[src/gpm_pkg.sv]
package gpm_pkg;
	// Register indices; byte address on the bus is four times the index
	localparam logic [5:0] IDX_PORT_A_DATA            = 6'h01;
	localparam logic [5:0] IDX_PORT_A_DIRECTION       = 6'h04;
	localparam logic [5:0] IDX_PORT_B_DATA            = 6'h0c;
	localparam logic [5:0] IDX_PORT_B_FUNCTION_SECOND = 6'h0d;
	localparam logic [5:0] IDX_PORT_B_DIRECTION       = 6'h0e;
	localparam logic [5:0] IDX_PORT_B_FUNCTION        = 6'h0f;
	localparam logic [5:0] IDX_PORT_C_DATA            = 6'h10;
	localparam logic [5:0] IDX_PORT_C_FUNCTION_SECOND = 6'h11;
	localparam logic [5:0] IDX_PORT_C_DIRECTION       = 6'h12;
	localparam logic [5:0] IDX_PORT_C_FUNCTION        = 6'h13;
	localparam logic [5:0] IDX_OPEN_DRAIN_ENABLE      = 6'h20;

	localparam int ADDR_W  = 8;
	localparam int DATA_W  = 32;
	localparam int A_W     = 8;
	localparam int NARROW_W = 4;

	// Values after reset
	localparam logic [7:0] RST_PORT_A_LATCH  = 8'h00;
	localparam logic [7:0] RST_PORT_A_DIR    = 8'h00;
	localparam logic [3:0] RST_NARROW_LATCH  = 4'hf;
	localparam logic [3:0] RST_NARROW_CFG    = 4'h0;
	localparam logic [7:0] RST_OPEN_DRAIN    = 8'h00;

	// Open-drain enable bit positions
	localparam int OD_B0 = 0;
	localparam int OD_B1 = 1;
	localparam int OD_C1 = 2;

	// Port b role codes, {second function, function, direction}
	localparam logic [2:0] PB_IN      = 3'h0;
	localparam logic [2:0] PB_OUT     = 3'h1;
	localparam logic [2:0] PB_CAPTURE = 3'h2;
	localparam logic [2:0] PB_TIMER   = 3'h3;
	localparam logic [2:0] PB_SERIAL  = 3'h5;
endpackage

[src/gpm_ports.sv]
// The implementer's own choice: register access over APB.
`timescale 1ns/1ps
// Notes on behaviour
// - Each port a pin is an input when its direction bit is 0, output when 1.
// - Reset clears port a output latch and direction, so all pins are inputs.
// - Reading a data register returns the pin levels, not the output latch.
// - Port b leaves reset with pins as inputs and its latch all ones.
// - Reset clears port b direction, function and second function registers.
// - Port b bits of the three config registers jointly pick each pin's role.
// - Code 0,1,0 routes port b pins 0 and 1 to capture and interrupt inputs.
// - Code 0,1,1 makes port b pins 2 and 3 drive the timer outputs.
// - Code 1,0,1 puts serial bus data on pin 0, serial bus clock on pin 1.
// - Port b pins 0 and 1 go open-drain under the open-drain enable register.
// - Port c resets to inputs with pull-ups on and its latch all ones.
// - Reset clears port c direction, function and second function registers.
// - On an input port c pin the latch bit switches the pull-up.
// - Port c function output: pin 0 clock out, pin 1 transmit, pin 3 serial clock.
// - Port c pin 2 always feeds receive; pin 3 as input feeds both serial clock and clear-to-send.
module gpm_ports (
	input  wire logic                        clk_i,
	input  wire logic                        rst_i,
	input  wire logic                        ce_i,
	input  wire logic                        psel_i,
	input  wire logic                        penable_i,
	input  wire logic                        pwrite_i,
	input  wire logic [gpm_pkg::ADDR_W-1:0]  paddr_i,
	input  wire logic [gpm_pkg::DATA_W-1:0]  pwdata_i,
	output logic      [gpm_pkg::DATA_W-1:0]  prdata_o,
	output logic                             pready_o,
	output logic                             pslverr_o,
	input  wire logic [gpm_pkg::A_W-1:0]     pa_in_i,
	output logic      [gpm_pkg::A_W-1:0]     pa_out_o,
	output logic      [gpm_pkg::A_W-1:0]     pa_oe_n_o,
	input  wire logic [gpm_pkg::NARROW_W-1:0] pb_in_i,
	output logic      [gpm_pkg::NARROW_W-1:0] pb_out_o,
	output logic      [gpm_pkg::NARROW_W-1:0] pb_oe_n_o,
	input  wire logic [gpm_pkg::NARROW_W-1:0] pc_in_i,
	output logic      [gpm_pkg::NARROW_W-1:0] pc_out_o,
	output logic      [gpm_pkg::NARROW_W-1:0] pc_oe_n_o,
	output logic      [gpm_pkg::NARROW_W-1:0] pc_pullup_o,
	output logic                             timer_capture_in_a_o,
	output logic                             timer_capture_in_b_o,
	output logic                             ext_irq_line_a_o,
	output logic                             ext_irq_line_b_o,
	input  wire logic                        timer_out_a_i,
	input  wire logic                        timer_out_b_i,
	input  wire logic                        serial_bus_data_drive_i,
	input  wire logic                        serial_bus_clock_drive_i,
	output logic                             serial_bus_data_o,
	output logic                             serial_bus_clock_o,
	input  wire logic                        uart_transmit_i,
	input  wire logic                        uart_serial_clock_drive_i,
	input  wire logic                        system_clock_out_i,
	output logic                             uart_receive_o,
	output logic                             uart_serial_clock_o,
	output logic                             uart_clear_to_send_o
);
	import gpm_pkg::*;

	// Software-visible state
	logic [A_W-1:0]      pa_latch_q;
	logic [A_W-1:0]      pa_dir_q;
	logic [NARROW_W-1:0] pb_latch_q;
	logic [NARROW_W-1:0] pb_dir_q;
	logic [NARROW_W-1:0] pb_fn_q;
	logic [NARROW_W-1:0] pb_fn2_q;
	logic [NARROW_W-1:0] pc_latch_q;
	logic [NARROW_W-1:0] pc_dir_q;
	logic [NARROW_W-1:0] pc_fn_q;
	logic [NARROW_W-1:0] pc_fn2_q;
	logic [7:0]          od_q;

	// Bus handshake state
	logic              pready_q;
	logic              pslverr_q;
	logic [DATA_W-1:0] prdata_q;
	logic              access;
	logic              wr_en;
	logic [5:0]        idx;
	logic              hit;
	logic [DATA_W-1:0] rd_d;

	// Next values of the pin and peripheral outputs
	logic [NARROW_W-1:0] pb_out_d;
	logic [NARROW_W-1:0] pb_oe_n_d;
	logic [NARROW_W-1:0] pc_out_d;
	logic [NARROW_W-1:0] pc_oe_n_d;
	logic [NARROW_W-1:0] pc_pullup_d;
	logic [NARROW_W-1:0] pb_od;
	logic [2:0]          pb_role [NARROW_W];
	logic                cap_a_d;
	logic                cap_b_d;
	logic                sb_data_d;
	logic                sb_clock_d;
	logic                uclk_d;

	assign access = psel_i && penable_i;
	assign idx    = paddr_i[7:2];
	assign wr_en  = access && pwrite_i && pready_q;

	// Address decode and read mux; write-only registers read as zero
	always_comb begin
		hit  = 1'b1;
		rd_d = '0;
		case (idx)
			IDX_PORT_A_DATA: rd_d = {24'h0, pa_in_i};
			IDX_PORT_B_DATA: rd_d = {28'h0, pb_in_i};
			IDX_PORT_C_DATA: rd_d = {28'h0, pc_in_i};
			IDX_PORT_A_DIRECTION,
			IDX_PORT_B_FUNCTION_SECOND,
			IDX_PORT_B_DIRECTION,
			IDX_PORT_B_FUNCTION,
			IDX_PORT_C_FUNCTION_SECOND,
			IDX_PORT_C_DIRECTION,
			IDX_PORT_C_FUNCTION,
			IDX_OPEN_DRAIN_ENABLE: rd_d = '0;
			default: hit = 1'b0;
		endcase
	end

	// One wait state: answer comes on the second access-phase edge
	always_ff @(posedge clk_i) begin
		if (rst_i) begin
			pready_q  <= 1'b0;
			pslverr_q <= 1'b0;
			prdata_q  <= '0;
		end else if (ce_i) begin
			pready_q  <= access && !pready_q;
			pslverr_q <= access && !pready_q && !hit;
			prdata_q  <= (access && !pready_q && !pwrite_i) ? rd_d : '0;
		end
	end

	// Port a registers
	always_ff @(posedge clk_i) begin
		if (rst_i) begin
			pa_latch_q <= RST_PORT_A_LATCH;
			pa_dir_q   <= RST_PORT_A_DIR;
		end else if (ce_i && wr_en) begin
			if (idx == IDX_PORT_A_DATA)
				pa_latch_q <= pwdata_i[7:0];
			if (idx == IDX_PORT_A_DIRECTION)
				pa_dir_q <= pwdata_i[7:0];
		end
	end

	// Port b registers; only the low nibble is stored
	always_ff @(posedge clk_i) begin
		if (rst_i) begin
			pb_latch_q <= RST_NARROW_LATCH;
			pb_dir_q   <= RST_NARROW_CFG;
			pb_fn_q    <= RST_NARROW_CFG;
			pb_fn2_q   <= RST_NARROW_CFG;
		end else if (ce_i && wr_en) begin
			if (idx == IDX_PORT_B_DATA)
				pb_latch_q <= pwdata_i[3:0];
			if (idx == IDX_PORT_B_DIRECTION)
				pb_dir_q <= pwdata_i[3:0];
			if (idx == IDX_PORT_B_FUNCTION)
				pb_fn_q <= pwdata_i[3:0];
			if (idx == IDX_PORT_B_FUNCTION_SECOND)
				pb_fn2_q <= {2'h0, pwdata_i[1:0]};
		end
	end

	// Port c registers; function register is held but steers no pin
	always_ff @(posedge clk_i) begin
		if (rst_i) begin
			pc_latch_q <= RST_NARROW_LATCH;
			pc_dir_q   <= RST_NARROW_CFG;
			pc_fn_q    <= RST_NARROW_CFG;
			pc_fn2_q   <= RST_NARROW_CFG;
		end else if (ce_i && wr_en) begin
			if (idx == IDX_PORT_C_DATA)
				pc_latch_q <= pwdata_i[3:0];
			if (idx == IDX_PORT_C_DIRECTION)
				pc_dir_q <= pwdata_i[3:0];
			if (idx == IDX_PORT_C_FUNCTION)
				pc_fn_q <= pwdata_i[3:0];
			if (idx == IDX_PORT_C_FUNCTION_SECOND)
				pc_fn2_q <= {pwdata_i[3], 1'b0, pwdata_i[1:0]};
		end
	end

	// Open-drain enables
	always_ff @(posedge clk_i) begin
		if (rst_i)
			od_q <= RST_OPEN_DRAIN;
		else if (ce_i && wr_en && idx == IDX_OPEN_DRAIN_ENABLE)
			od_q <= pwdata_i[7:0];
	end

	assign pb_od = {2'b00, od_q[OD_B1], od_q[OD_B0]};

	// Port b role per pin; reserved codes leave the pin as a plain input
	for (genvar i = 0; i < NARROW_W; i++) begin : g_pb
		logic val;
		logic drv;
		assign pb_role[i] = {pb_fn2_q[i], pb_fn_q[i], pb_dir_q[i]};
		always_comb begin
			val = 1'b1;
			drv = 1'b0;
			case (pb_role[i])
				PB_OUT: begin
					val = pb_latch_q[i];
					drv = 1'b1;
				end
				PB_TIMER: begin
					val = (i == 2) ? timer_out_a_i : timer_out_b_i;
					drv = (i >= 2);
				end
				PB_SERIAL: begin
					val = (i == 0) ? serial_bus_data_drive_i : serial_bus_clock_drive_i;
					drv = (i <= 1);
				end
				default: begin
					val = 1'b1;
					drv = 1'b0;
				end
			endcase
		end
		// Open-drain pins only pull low and release for a one; one driver per bit
		assign pb_out_d[i]  = val;
		assign pb_oe_n_d[i] = !(drv && !(pb_od[i] && val));
	end

	// Port c pins: {second function, direction} picks the role
	always_comb begin
		pc_out_d    = pc_latch_q;
		pc_oe_n_d   = ~pc_dir_q;
		pc_pullup_d = pc_latch_q & ~pc_dir_q;
		if (pc_fn2_q[0] && pc_dir_q[0])
			pc_out_d[0] = system_clock_out_i;
		if (pc_fn2_q[1] && pc_dir_q[1])
			pc_out_d[1] = uart_transmit_i;
		if (pc_fn2_q[3] && pc_dir_q[3])
			pc_out_d[3] = uart_serial_clock_drive_i;
		// Reserved code with direction low stays an undriven input
		if (od_q[OD_C1] && pc_out_d[1])
			pc_oe_n_d[1] = 1'b1;
	end

	// Peripheral inputs idle low for capture, high for bus lines
	always_comb begin
		cap_a_d    = (pb_role[0] == PB_CAPTURE) && pb_in_i[0];
		cap_b_d    = (pb_role[1] == PB_CAPTURE) && pb_in_i[1];
		sb_data_d  = (pb_role[0] == PB_SERIAL) ? pb_in_i[0] : 1'b1;
		sb_clock_d = (pb_role[1] == PB_SERIAL) ? pb_in_i[1] : 1'b1;
		uclk_d     = pc_dir_q[3] ? 1'b1 : pc_in_i[3];
	end

	// Every output leaves a flop; adds one cycle of pin latency
	always_ff @(posedge clk_i) begin
		if (rst_i) begin
			pa_out_o             <= RST_PORT_A_LATCH;
			pa_oe_n_o            <= '1;
			pb_out_o             <= RST_NARROW_LATCH;
			pb_oe_n_o            <= '1;
			pc_out_o             <= RST_NARROW_LATCH;
			pc_oe_n_o            <= '1;
			pc_pullup_o          <= RST_NARROW_LATCH;
			timer_capture_in_a_o <= 1'b0;
			timer_capture_in_b_o <= 1'b0;
			ext_irq_line_a_o     <= 1'b0;
			ext_irq_line_b_o     <= 1'b0;
			serial_bus_data_o    <= 1'b1;
			serial_bus_clock_o   <= 1'b1;
			uart_receive_o       <= 1'b1;
			uart_serial_clock_o  <= 1'b1;
			uart_clear_to_send_o <= 1'b1;
		end else if (ce_i) begin
			pa_out_o             <= pa_latch_q;
			pa_oe_n_o            <= ~pa_dir_q;
			pb_out_o             <= pb_out_d;
			pb_oe_n_o            <= pb_oe_n_d;
			pc_out_o             <= pc_out_d;
			pc_oe_n_o            <= pc_oe_n_d;
			pc_pullup_o          <= pc_pullup_d;
			timer_capture_in_a_o <= cap_a_d;
			timer_capture_in_b_o <= cap_b_d;
			ext_irq_line_a_o     <= cap_a_d;
			ext_irq_line_b_o     <= cap_b_d;
			serial_bus_data_o    <= sb_data_d;
			serial_bus_clock_o   <= sb_clock_d;
			uart_receive_o       <= pc_in_i[2];
			uart_serial_clock_o  <= uclk_d;
			uart_clear_to_send_o <= uclk_d;
		end
	end

	assign prdata_o  = prdata_q;
	assign pready_o  = pready_q;
	assign pslverr_o = pslverr_q;
endmodule // gpm_ports

[config.mk]
export PLATFORM = sky130hd
export DESIGN_NAME = gpm_ports
export DESIGN_NICKNAME = d
export VERILOG_FILES = /design/src/gpm_pkg.sv /design/src/gpm_ports.sv
export SDC_FILE = /design/constraint.sdc
export NUM_CORES = 1
export LEC_CHECK = 0
export BUFFER_PORTS_ARGS = -buffer_cell sky130_fd_sc_hd__buf_2
export CORE_MARGIN = 2
export CORE_UTILIZATION = 45
export CTS_CLUSTER_SIZE = 28
export DETAILED_ROUTE_END_ITERATION = 8
export GPL_TIMING_DRIVEN = 1
export PLACE_DENSITY = 0.85
export REMOVE_ABC_BUFFERS = 1
export SLEW_MARGIN = 15
export SYNTH_ARGS = -nofsm -noshare
export SYNTH_HDL_FRONTEND = slang
export SYNTH_SLANG_ARGS = --single-unit
[constraint.sdc]
create_clock -name clk_i -period 1.7 [get_ports clk_i]
set_input_delay 0 -clock clk_i [delete_from_list [all_inputs] [get_ports clk_i]]
set_output_delay 0 -clock clk_i [all_outputs]
set_load 0.005 [all_outputs]
=== Word-level counts from Yosys, hierarchy flattened ===
Cells that the tools add are included.

* Reduce and logical (&&, ||, !) cells: 41
* Bitwise operators: 3
* Muxes and demuxes: 18
* Equality and inequality tests: 23

{| class="wikitable"
|+ Operator list
! operator !! count
|-
| $mux W32 || 1
|-
| $eq A6 B4 Y1 const B || 4
|-
| $eq A6 B5 Y1 const B || 4
|-
| $pmux W8 S3 || 1
|-
| $logic_and A1 B1 Y1 || 18
|-
| $reduce_and A2 Y1 || 9
|-
| $eq A3 B2 Y1 const B || 4
|-
| $mux W1 || 12
|-
| $reduce_or A11 Y1 || 1
|-
| $logic_not A1 Y1 || 9
|-
| $not A8 Y8 || 1
|-
| $reduce_or A2 Y1 || 4
|-
| $eq A3 B1 Y1 const B || 2
|-
| $eq A3 B3 Y1 const B || 2
|-
| $eq A6 B1 Y1 const B || 1
|-
| $eq A6 B3 Y1 const B || 1
|-
| $eq A6 B6 Y1 const B || 1
|-
| $pmux W1 S3 || 2
|-
| $and A4 B4 Y4 || 1
|-
| $eq A2 B1 Y1 const B || 2
|-
| $eq A2 B2 Y1 const B || 2
|-
| $not A4 Y4 || 1
|-
| $pmux W1 S2 || 2
|}

* Input bits: 69
* Output and inout bits: 79
* Bits in registers: 120

=== Longest topological paths before layout ===
Gate-level depths: netlist of run 1.

* Depth in word-level cells: 6
* Gate-level depth with buffers: 7

=== Worst setup path after synthesis of run 1 ===
OpenSTA, ideal clock, no wires.

* Path kind: register to register
* From: reg pready_q, in the netlist pready_o
* To: reg pa_latch_q[0]
* Buffers on the path: 0
* Path slack: 0.103 ns
* Cell stages (with the launch flop): 5
* Data arrival time: 1.470 ns
* Library setup time: 0.128 ns
* Data required time: 1.572 ns
* Path through: dfxtp_1 nand2_2 nor4_4 mux2i_1 nor2_1

* Word-level cells in the longest chain between the ends: 3

{| class="wikitable"
|+ RTL lines
! what !! line !! source
|-
| start: declaration || gpm_ports.sv:74 || <nowiki>logic pready_q;</nowiki>
|-
| start signal: assignment || gpm_ports.sv:128 || <nowiki>pready_q <= access && !pready_q;</nowiki>
|-
| $logic_and A1 B1 Y1 || gpm_ports.sv:99 || <nowiki>assign wr_en = access && pwrite_i && pready_q;</nowiki>
|-
| $logic_and A1 B1 Y1 || gpm_ports.sv:139 || <nowiki>end else if (ce_i && wr_en) begin</nowiki>
|-
| $reduce_and A2 Y1 (no source line) || n/a ||
|-
| end signal: assignment || gpm_ports.sv:141 || <nowiki>pa_latch_q <= pwdata_i[7:0];</nowiki>
|-
| end: declaration || gpm_ports.sv:61 || <nowiki>logic [A_W-1:0] pa_latch_q;</nowiki>
|}

No other way between the ends.
A chain may end at the register's enable or synchronous reset.

=== Final worst setup path of run 1 ===
* From: in paddr_i[3] (netlist bit)
* To: reg pb_latch_q[3]

* Word-level cells in the longest chain between the ends: 2

{| class="wikitable"
|+ RTL lines
! what !! line !! source
|-
| start: declaration || gpm_ports.sv:26 || <nowiki>input wire logic [gpm_pkg::ADDR_W-1:0] paddr_i,</nowiki>
|-
| $eq A6 B4 Y1 || gpm_ports.sv:155 || <nowiki>if (idx == IDX_PORT_B_DATA)</nowiki>
|-
| $reduce_and A2 Y1 (no source line) || n/a ||
|-
| end signal: assignment || gpm_ports.sv:156 || <nowiki>pb_latch_q <= pwdata_i[3:0];</nowiki>
|-
| end: declaration || gpm_ports.sv:63 || <nowiki>logic [NARROW_W-1:0] pb_latch_q;</nowiki>
|}

No other way between the ends.

==> results of run 1 <==
[state kept, by name (all words and copies together), names as in the netlist, 8 cells and up]
signal and flops:
prdata_o 8, pa_dir_q 8, pa_oe_n_o 8, pa_latch_q 8
pa_out_o 8
[per-layer routing]
metal	routed length, µm	part of all wire (%)	track usage, %	vias to the layer above
met3	614	6.5	5.96	8
met5	0	0	0	-
met1	4420	47	23.6	1617
li1	-	-	-	1722
met2	4370	46	31.3	115
met4	86	0.91	4.47	0
[through the flow]
stage | worst slack [ps] | hold slack, ps | instances | TNS [ps] | area, µm²
finish | 73.5 | 18.6 | 669 | 0 | 5100
global placement | 109 | 231 | 638 | 0 | 4770
detailed placement | 57.1 | 231 | 638 | 0 | 4770
CTS | 95.3 | 5.81 | 668 | 0 | 5090
global route | -18.1 | 14.3 | 669 | -36.1 | 5100
floorplan | 116 | 69.1 | 410 | 0 | 3970
[power groups by stage]
stage,logic [µW],clock network (µW),registers [µW]
after CTS,328,1410,2270
after detailed placement,303,0,2320
after global routing,364,1500,2270
final,330,1370,2270
after global placement,298,0,2320
after floorplan,96.4,0,2320
[critical path: cells and delay by family]
kind                   cells  cell delay, ps
AND/OR/NAND/NOR            3             900
buffers and inverters      2             690
AO/OA/AOI/OAI              1             280
[placed cells by master (no fill, tap or decap), drive strengths merged, types with 9 or more instances in the layout]
cell type,count
nor2b,11
a21oi,11
nor4,10
dlygate4sd3,14
nand2,31
dfxtp,96
a22oi,9
clkbuf,10
a211o,12
nor2,62
mux2i,52
conb,24
o21ai,17
buf,118
nand2b,18
[worst paths after layout]
kind | from | end | slack [ps]
setup reg to reg | pready_o | pb_latch_q[3] | 130
hold reg to reg | pc_latch_q[1] | pc_pullup_o[1] | 480
hold / removal | uart_serial_clock_drive_i | pc_out_o[3] | 20
setup / recovery | paddr_i[3] | pb_latch_q[3] | 70
[layout make-up]
class,count,area (µm²),area share (%)
Clock buffer,10,128,2.50
Clock inverter,6,51.3,1.01
Inverter,3,11.3,0.221
Multi-Input combinational cell,311,2040,40.0
Timing Repair Buffer,132,808,15.8
Tap cell,111,139,2.72
Sequential cell,96,1920,37.7
[logic make-up after synthesis]
| group | after synthesis |
|---|---|
| simple gates | 167 |
| compound gates | 68 |
| flops | 96 |
| mux | 52 |
| other cells | 1 |
| buf+inv | 60 |
[what timing repair did]
item / in CTS / in global routing
endpoints found under the setup margin: 0 / 6
setup buffers: 0 / 1
resized for setup: 0 / 2
hold endpoints to repair: 21 / 0
hold buffers: 14 / 0
==> results, run 1 <==
- The via count of the first global-routing pass was 3183.
- The detailed router's first-iteration violation count is 84.
- Cells with a size suffix above 1 make up 26.7% of the layout.
- The number of cells on the worst hold path is 4.
- The static power due to leakage is 0.00208 µW.
- The number of antenna violations at the first check in global routing is 0.
- The count of nets left with antenna violations once routing finished came out at 0.
- The clock arrives with 12.0 ps of skew.
- The routability congestion estimate is 0.872.
- The most frequently used cell type in the post-synthesis netlist is sky130_fd_sc_hd__dfxtp_1.
- Global routing consumed, over all layers together, 18.7% of the routing resources.
- The die is 101 µm tall.
- The critical path capture point type is a flip-flop.
- Measured against its own limit, the worst slew margin works out to 58.7%.
- The synthesized netlist devotes 0% of its cell area to adder and majority cells.
- In this run the horizontal extent of the chip is 101 µm.
- Clock latency on the worst-skew pair, taken at its later pin, is 370 ps.
- The number of antenna cells inserted is 0.
- The prevailing post-synth register cell is sky130_fd_sc_hd__dfxtp_1.
- On the worst path, the slowest cell contributes a delay of 530 ps.
- The initial core utilization is 46.0%.
- Of all nets on the critical path, the largest fanout is 8.
- The maximum clock path buffer count is 2.
- The number of nets in the layout is 622.
- The pre-antenna-repair detailed-routing pass consisted of 5 iterations.
- Each instance of the synthesized netlist takes up on average 9.52 µm².
- The worst-case reg-to-reg path depth is 4.
- The core utilization of the finished layout is 55.5%.
- The total power after layout is 3970 µW.
- The H-tree was split into 3 levels.
- Counting the buffers created by CTS gives 9.
- The number of max-slew violations in the final report is 0.
- The wire length per cell is 14.2 µm.
- The part of the power in combinational logic is 8.3%.
- Net switching is 25.8% of the power.
- The number of port buffers is 97.
- The total via count after detailed routing is 3462.
- After synthesis the netlist holds a flip-flop and latch count of 96.
- The number of enable-type register cells in the synthesized netlist is 0.
- The count of pins on the block boundary is 148.
- In the synthesized netlist, the cells that appear most often are sky130_fd_sc_hd__dfxtp_1 (96), sky130_fd_sc_hd__nor2_1 (62), sky130_fd_sc_hd__mux2i_1 (52), sky130_fd_sc_hd__nand2_1 (30), sky130_fd_sc_hd__buf_4 (28).
- The critical path goes through dlygate4sd3_1 > buf_2 > or2_2 > nor4_4 > nor2b_1 > a211o_1.
- The post-synthesis share of cell area spent on and, or, nand and nor gates is 22.7%.
- Counting every instance in the synthesized netlist gives 444.
- Compared with the post-synthesis result, the final layout area differs by 20.6%.
- The nature of the critical path startpoint is an input pin.
- The share of the synthesized area in compound gates (AO/OA/AOI/OAI) is 11.0%.
- Dividing total power by cell area gives a power density of 779 nW/µm².
- After clock tree synthesis, the clock-pin slew on the worst setup and hold paths is 110 ps.
- The unique cell type count in the Yosys netlist is 47.
- The floorplan step defined a die boundary enclosing 10200 µm².
- The part of the power in registers is 57.2%.
- The number of vias per cell is 5.17.
- Summing the areas of all xor and xnor instances in the mapped netlist gives 0% of the synthesized area.
- In this run the standard cell core region covers 9200 µm².
- The analysis attributes to net switching a power of 1020 µW.
- For this run the aggregate overflow at the end of global routing stands at 0.
- Of the total power, the clock network draws 34.5%.
- After detailed routing, the total wire length is 9490 µm.
- The number of warnings printed during yosys synthesis is 0.
- TritonCTS built the clock tree.
- The largest family of logic cells by synthesized area is simple AND/OR/NAND/NOR gates.
- The internal portion of the total power is 2950 µW.
- The fmax is 615 MHz.
- Setup repair after global routing could not meet its margin everywhere.
- The worst hold path belongs to the class in -> reg.
- On the critical path, the stage with the largest delay is an instance of sky130_fd_sc_hd__dlygate4sd3_1.
- The kind of critical path is in -> reg.
- Data on the critical path is required at its endpoint by 1940 ps.
- The DRC violation count after routing is 0.
- VDD sags by at most 447 µV.
- Yosys attributes the largest share of cell area to sky130_fd_sc_hd__dfxtp_1 (45%), sky130_fd_sc_hd__mux2i_1 (12%), sky130_fd_sc_hd__nor2_1 (5.5%).
- Data arrives at the worst endpoint at 1870 ps.
- At the pin with the least slew margin, the transition time is 620 ps.
- The number of failing hold endpoints at the final stage is 0.
- The tree is rooted in a sky130_fd_sc_hd__clkbuf_8.
- The global-route wire length before repair is 15100 µm.
- The sequential element share of the synthesized area is 45.4%.
- The initialized floorplan defines 35 standard-cell rows.
- The total half-perimeter wirelength after legalization and detailed placement is 6710 µm.
- The pin count of the biggest net entering global routing is 40.
- The setup violation total in the final timing report is 0.
- The post-route minimum period is 1630 ps.
- The run finished with clean final reports.
- Of the post-synthesis cell area, the dominant cell type holds 45.4%.
- The final critical path takes up 95.7% of the cycle.
- The clock drives 96 sinks.
- The number of max-cap violations is 0.
- The multiplexer share of the synthesized area is 12.3%.
- For this run, asynchronously set or reset flops after synthesis account for 0%.
- The filler cells instantiated in the layout total 790.
- The biggest area contributor in the post-synthesis netlist is sky130_fd_sc_hd__dfxtp_1.
- The post-synthesis instance area is 4230 µm².
(Power assumes the default switching activity.)
==> run 2: changes to the inputs <==
Settings changed: CORE_MARGIN 2 to 3.
==> run 2 against run 1 <==
Clock power grew 7%; critical path depth is 1 lower; non-clock buffer count increased by 2; power grew 2.5%; utilization rose by 1.7 points; sequential share of layout area decreased by 0.055 points; worst hold slack got worse by 18 ps; count of clock-buffer cells in the layout fell by 1; critical path type is now reg -> reg; critical endpoint is now pa_latch_q[3].
==> results, run 2 (same netlist as run 1, synthesis figures left out) <==
- Outcome: finished, final reports clean (unchanged).
- The slew of the pin with the lowest slew margin is 570 ps (was 620 ps).
- The fmax was 639 MHz (was 615 MHz).
- The launching point of the worst reg2reg path is pready_o (unchanged).
- The clock net sink count is 96 (unchanged).
- The met2 routed wirelength is 4820 µm (was 4370 µm).
- The data arrival time of the critical path came to 1820 ps (was 1870 ps).
- The total routed wirelength is 9950 µm (was 9490 µm).
- The detailed router's first-iteration violation count came to 147 (was 84).
- The global-route wire length before repair is 16000 µm (was 15100 µm).
- The core utilization of the finished layout was 57.2% (was 55.5%).
- The number of cells in the design after placement is 637 (was 638).
- The period utilization is 92.1% (was 95.7%).
- The CTS buffer count is 9 (unchanged).
- The total half-perimeter wirelength after legalization and detailed placement is 7190 µm (was 6710 µm).
- The launch instance of the worst min-delay path is pwdata_i[3] (was uart_serial_clock_drive_i).
- The pin count of the biggest net entering global routing came to 32 (was 40).
- The count of buffering cells on the critical path with inverters included is 1 (was 2).
- The commonest non-fill, non-tap cell in the layout is sky130_fd_sc_hd__buf_2 (unchanged).
- The fraction of power consumed by the clock network is 36.2% (was 34.5%).
- The DRC violation count after routing is 0 (unchanged).
- The post-layout instance count excluding filler cells is 667 (was 669).
- The number of port buffers came to 97 (unchanged).
- The peak fanout along the critical path was 8 (unchanged).
- The total via count after detailed routing is 3446 (was 3462).
- The detailed-routing wirelength on met1 is 4360 µm (was 4420 µm).
- The family with the most delay on the worst path is simple AND/OR/NAND/NOR gates (unchanged).
- The critical path data required time came to 1950 ps (was 1940 ps).
- The clock-pin transition on the worst setup and hold timing paths came to 90 ps (was 110 ps).
- The setup violation total in the final timing report came to 0 (unchanged).
- The power density over the cells is 797 nW/µm² (was 779 nW/µm²).
- The worst slew margin relative to its limit is 62.0% (was 58.7%).
- The static power due to leakage is 0.00209 µW (was 0.00208 µW).
- Ordered cell list for the critical path: nand2_2 > nor4_4 > buf_12 > mux2i_1 > nor2_1 (was dlygate4sd3_1 > buf_2 > or2_2 > nor4_4 > nor2b_1 > a211o_1).
- The number of antenna violations at the first check in global routing is 0 (unchanged).
- The part of the power in combinational logic is 8.0% (was 8.3%).
- The core region area is 8930 µm² (was 9200 µm²).
- The root buffer selected by CTS is sky130_fd_sc_hd__clkbuf_8 (unchanged).
- The number of max-slew violations in the final report is 0 (unchanged).
- The critical path capture point type is a flip-flop (unchanged).
- The kind of critical path is reg -> reg (was in -> reg).
- The number of failing hold endpoints at the final stage came to 0 (unchanged).
- The count of pins on the block boundary was 148 (unchanged).
- The y dimension of the die is 103 µm (was 101 µm).
- The die footprint came to 10600 µm² (was 10200 µm²).
- The clock tree from TritonCTS is yes (unchanged).
- The maximum clock path buffer count was 2 (unchanged).
- The cell-internal power is 3070 µW (was 2950 µW).
- The post-route antenna net violation count is 0 (unchanged).
- Setup repair after global routing missed its margin: no (was yes).
- The latest clock arrival within the worst-skew pair is 360 ps (was 370 ps).
- The H-tree depth is 3 (unchanged).
- The nature of the critical path startpoint is a flip-flop (was input pin).
- The via count of the first global-routing pass is 3387 (was 3183).
- The sum of met3 wire segment lengths after detailed routing is 704 µm (was 614 µm).
- The number of nets in the layout is 624 (was 622).
- The initial core utilization is 47.3% (was 46.0%).
- Highest-count cells in the layout ignoring fill and taps: sky130_fd_sc_hd__buf_2 (97), sky130_fd_sc_hd__dfxtp_1 (96), sky130_fd_sc_hd__nor2_1 (62) (unchanged).
- The fraction of final layout cells with drive strength greater than 1 is 26.7% (about the same).
- The number of antenna cells inserted is 0 (unchanged).
- The final setup TNS is 0 ps (unchanged).
- The number of optimization iterations in the first detailed-route pass is 4 (was 5).
- The cell area after layout is 5110 µm² (was 5100 µm²).
- The remaining global-route overflow is 0 (unchanged).
- The source of the critical timing path is pready_o (was paddr_i[3]).
- The number of vias per cell is 5.17 (about the same).
- The highest ir drop seen on vdd is 407 µV (was 447 µV).
- The highest metal layer with signal wires was met4 (unchanged).
- The wire length per cell is 14.9 µm (was 14.2 µm).
- The highest-delay cell along the critical path is sky130_fd_sc_hd__dfxtp_1 (was sky130_fd_sc_hd__dlygate4sd3_1).
- The post-route minimum period is 1570 ps (was 1630 ps).
- The routability congestion estimate is 0.870 (was 0.872).
- The global-route usage over all layers was 19.1% (was 18.7%).
- The area overhead of the layout relative to synthesis is 20.8% (was 20.6%).
- The largest incremental delay on the critical path is 400 ps (was 530 ps).
- The proportion of total power due to net switching is 24.5% (was 25.8%).
- The net switching power was 996 µW (was 1020 µW).
- The area of placed instances is 4770 µm² (about the same).
- The number of max-cap violations is 0 (unchanged).
- The x dimension of the die was 103 µm (was 101 µm).
- The part of the power in registers is 55.8% (was 57.2%).
- The count of standard-cell rows is 34 (was 35).
- The path category of the worst min-delay check is in -> reg (unchanged).
- The final worst clock skew is 11.3 ps (was 12.0 ps).
==> run 2: path summary, 6_finish.rpt <==
kind / end / slack [ps] / cells past startpoint
max: pa_latch_q[3] / 130 / 5
min: pc_latch_q[3] / 0.9 / 2
max reg2reg: pa_latch_q[3] / 130 / 5
min reg2reg: pslverr_o / 470 / 2
==> run 2: area by class of cell <==
cell class | instances | area (µm²)
Tap cell | 108 | 135
Sequential cell | 96 | 1920
Clock buffer | 9 | 124
Clock inverter | 6 | 67.6
Fill cell | 777 | 3820
Multi-Input combinational cell | 311 | 2040
Inverter | 3 | 11.3
Timing Repair Buffer | 134 | 813
==> run 2: power groups by stage <==
stage	sequential, µW	combinational, µW	clock [µW]
after CTS	2270	324	1520
after floorplan	2320	96.4	0
after global placement	2320	291	0
after global routing	2270	359	1620
after detailed placement	2320	297	0
final	2270	324	1470
==> run 2: stage by stage <==
stage                     total power (µW)  hold WS, ps  setup WS, ps
after floorplan                       2420         69.1           116
after global placement                2610          227           170
after detailed placement              2620          233           105
after CTS                             4120         8.51           108
after global routing                  4260         10.5          13.9
final                                 4070        0.872           135
==> run 2: what timing repair did <==
| action | CTS | global route |
|---|---|---|
| buffers inserted | 0 | 0 |
| gates resized for setup | 0 | 0 |
| endpoints found under the hold margin | 22 | 0 |
| endpoints found under the setup margin | 0 | 5 |
| hold buffers | 15 | 0 |
==> run 2: worst reg2reg max path: stages, from the launching register on <==
cell and delay, ps:
sky130_fd_sc_hd__dfxtp_1 400, sky130_fd_sc_hd__nand2_2 230, sky130_fd_sc_hd__nor4_4 400, sky130_fd_sc_hd__buf_12 180
sky130_fd_sc_hd__mux2i_1 190, sky130_fd_sc_hd__nor2_1 60
==> run 2: layer usage <==
layer	up-vias	global-route usage, %
met1	1597	23.2
li1	1719	-
met2	123	33.3
met3	7	5.82
met5	-	0
met4	0	4.48
==> run 3: changes to the inputs <==
Settings changed: CORE_MARGIN 3 to default, PLACE_DENSITY 0.85 to 0.86.
==> run 3 against run 2 <==
Non-clock buffer count is 2 lower; first-iteration DRC count is 37% higher; utilization decreased by 1.7 points; register-to-register slack improved by 40 ps; worst setup slack improved by 42 ps; count of clock-buffer cells in the layout is 1 higher; power down 3.4%; critical path type unchanged.
==> results, run 3 (same netlist as run 1, synthesis figures left out) <==
- The highest-utilization routing layer at the global route stage is met2 (unchanged).
- The area of placed instances is 4770 µm² (about the same).
- The total half-perimeter wirelength after legalization and detailed placement is 6760 µm (was 7190 µm).
- The fraction of power consumed by the clock network is 34.1% (was 36.2%).
- The proportion of total power due to net switching is 25.5% (was 24.5%).
- The nature of the critical path startpoint is a flip-flop (unchanged).
- The clock tree from TritonCTS is yes (unchanged).
- The number of max-cap violations was 0 (unchanged).
- The worst setup timing slack at the placement stage is 100 ps (was 105 ps).
- The cell area after layout is 5080 µm² (was 5110 µm²).
- The remaining global-route overflow is 0 (unchanged).
- The slack of the worst reg-to-reg path is 180 ps (was 130 ps).
- The clock-pin transition on the worst setup and hold timing paths is 90 ps (about the same).
- The x dimension of the die came to 98.9 µm (was 103 µm).
- The number of filler cells placed in the layout is 825 (was 777).
- The data arrival time of the critical path was 1740 ps (was 1820 ps).
- The global-route wire length before repair was 15400 µm (was 16000 µm).
- The clock net sink count is 96 (unchanged).
- The number of port buffers is 97 (unchanged).
- Setup repair after global routing missed its margin: no (unchanged).
- The worst setup slack after layout is 176 ps (was 135 ps).
- Outcome: finished, final reports clean (unchanged).
- The setup violation total in the final timing report is 0 (unchanged).
- The part of the power in combinational logic is 8.1% (was 8.0%).
- The number of vias per cell is 5.17 (about the same).
- The CTS buffer count is 9 (unchanged).
- The initial core utilization was 46.2% (was 47.3%).
- The commonest non-fill, non-tap cell in the layout was sky130_fd_sc_hd__buf_2 (unchanged).
- Ordered cell list for the critical path: nand2_4 > nor4_4 > buf_12 > mux2i_1 > nor2_1 (was nand2_2 > nor4_4 > buf_12 > mux2i_1 > nor2_1).
- The power density over the cells is 775 nW/µm² (was 797 nW/µm²).
- The net switching power is 1000 µW (was 996 µW).
- The area of the multi-input gates is 2040 µm² (about the same).
- The worst slew margin relative to its limit came to 51.8% (was 62.0%).
- The area overhead of the layout relative to synthesis is 20.1% (was 20.8%).
- The critical path capture point type was a flip-flop (unchanged).
- The final setup TNS was 0 ps (unchanged).
- The number of antenna cells inserted was 0 (unchanged).
- The largest incremental delay on the critical path is 440 ps (was 400 ps).
- The total routed wirelength was 9470 µm (was 9950 µm).
- The maximum clock path buffer count came to 2 (unchanged).
- The total setup buffers inserted after CTS is 0 (unchanged).
- The highest-delay cell along the critical path was sky130_fd_sc_hd__dfxtp_1 (unchanged).
- The number of nets in the layout was 622 (was 624).
- The wire length per cell came to 14.2 µm (was 14.9 µm).
- The peak fanout along the critical path was 8 (unchanged).
- The part of the power in registers is 57.7% (was 55.8%).
- The critical path data required time came to 1920 ps (was 1950 ps).
- The die footprint is 9790 µm² (was 10600 µm²).
- The highest ir drop seen on vdd came to 480 µV (was 407 µV).
- The core region area is 9150 µm² (was 8930 µm²).
- The global routing met2 resource utilization is 34.3% (was 33.3%).
- The area taken by flip-flops and latches is 1920 µm² (unchanged).
- The cell-internal power is 2930 µW (was 3070 µW).
- The total via count after detailed routing is 3460 (was 3446).
- The count of buffering cells on the critical path with inverters included is 1 (unchanged).
- The met1 routing resource usage after global routing is 25.0% (was 23.2%).
- The detailed router's first-iteration violation count was 202 (was 147).
- The static power due to leakage is 0.00208 µW (was 0.00209 µW).
- The path category of the worst min-delay check is in -> reg (unchanged).
- The slew of the pin with the lowest slew margin is 723 ps (was 570 ps).
- The latest clock arrival within the worst-skew pair came to 360 ps (about the same).
- The number of antenna violations at the first check in global routing is 0 (unchanged).
- The fraction of final layout cells with drive strength greater than 1 is 26.7% (about the same).
- The H-tree depth came to 3 (unchanged).
- The kind of critical path was reg -> reg (unchanged).
- The post-route antenna net violation count is 0 (unchanged).
- The y dimension of the die is 98.9 µm (was 103 µm).
- The fmax was 656 MHz (was 639 MHz).
- The number of optimization iterations in the first detailed-route pass was 4 (unchanged).
- The count of standard-cell rows is 35 (was 34).
- The final worst clock skew is 16.2 ps (was 11.3 ps).
- The root buffer selected by CTS is sky130_fd_sc_hd__clkbuf_8 (unchanged).
- The pin count of the biggest net entering global routing is 41 (was 32).
- The number of failing hold endpoints at the final stage is 0 (unchanged).
- The global-route usage over all layers is 20.0% (was 19.1%).
- The smallest hold slack was 23.0 ps (was 0.872 ps).
- Highest-count cells in the layout ignoring fill and taps: sky130_fd_sc_hd__buf_2 (97), sky130_fd_sc_hd__dfxtp_1 (96), sky130_fd_sc_hd__nor2_1 (62) (unchanged).
- The period utilization came to 89.6% (was 92.1%).
- The number of max-slew violations in the final report is 0 (unchanged).
- The family with the most delay on the worst path is simple AND/OR/NAND/NOR gates (unchanged).
- The routability congestion estimate is 0.856 (was 0.870).
- The post-route minimum period is 1520 ps (was 1570 ps).
- The count of pins on the block boundary is 148 (unchanged).
- The via count of the first global-routing pass is 3244 (was 3387).
- The DRC violation count after routing is 0 (unchanged).
- The met3 usage came to 4.40% (was 5.82%).
run 3: per-layer routing:
layer / vias to the layer above / part of all wire [%]
li1: 1716 / -
met1: 1639 / 46
met2: 99 / 48
met3: 6 / 5.1
met4: 0 / 0.53
met5: - / 0
run 3: path summary, 6_finish.rpt:
check | from | end | cells after the start
min | pwdata_i[1] | pb_latch_q[1] | 2
min reg2reg | pb_out_o[3] | pb_out_o[3] | 1
max reg2reg | pready_o | pa_latch_q[6] | 5
max | pready_o | pa_latch_q[6] | 5
run 3: stage by stage:
stage / util (%) / total power (µW) / cells
2_1_floorplan: - / 2420 / 410
4_1_cts: 55.4 / 3970 / 669
3_3_place_gp: 52.1 / 2610 / 640
5_1_grt: 55.5 / 4090 / 669
6_report: 55.5 / 3930 / 669
3_5_place_dp: 52.1 / 2620 / 640
run 3: final cells by class:
| class | instances | share of cell area [%] |
|---|---|---|
| Sequential cell | 96 | 37.9 |
| Inverter | 3 | 0.222 |
| Timing Repair Buffer | 132 | 15.6 |
| Clock inverter | 6 | 0.862 |
| Tap cell | 111 | 2.74 |
| Clock buffer | 10 | 2.51 |
| Multi-Input combinational cell | 311 | 40.2 |
run 3: worst reg2reg max path: cells and delay by family (launching register included):
family,cells,cell delay [ps]
flip-flops,1,440
buffers and inverters,1,180
AND/OR/NAND/NOR,3,570
multiplexers,1,210
run 3: power by group through the flow:
stage	clock network (µW)	logic, µW	registers, µW
finish	1340	320	2270
global route	1470	352	2270
CTS	1390	317	2270
detailed placement	0	293	2320
global placement	0	285	2320
floorplan	0	96.4	2320
run 3: repair_timing:
item,CTS,global route
hold buffers,13,0
endpoints found under the hold margin,20,0
resized for setup,0,2
setup endpoints to repair,0,8
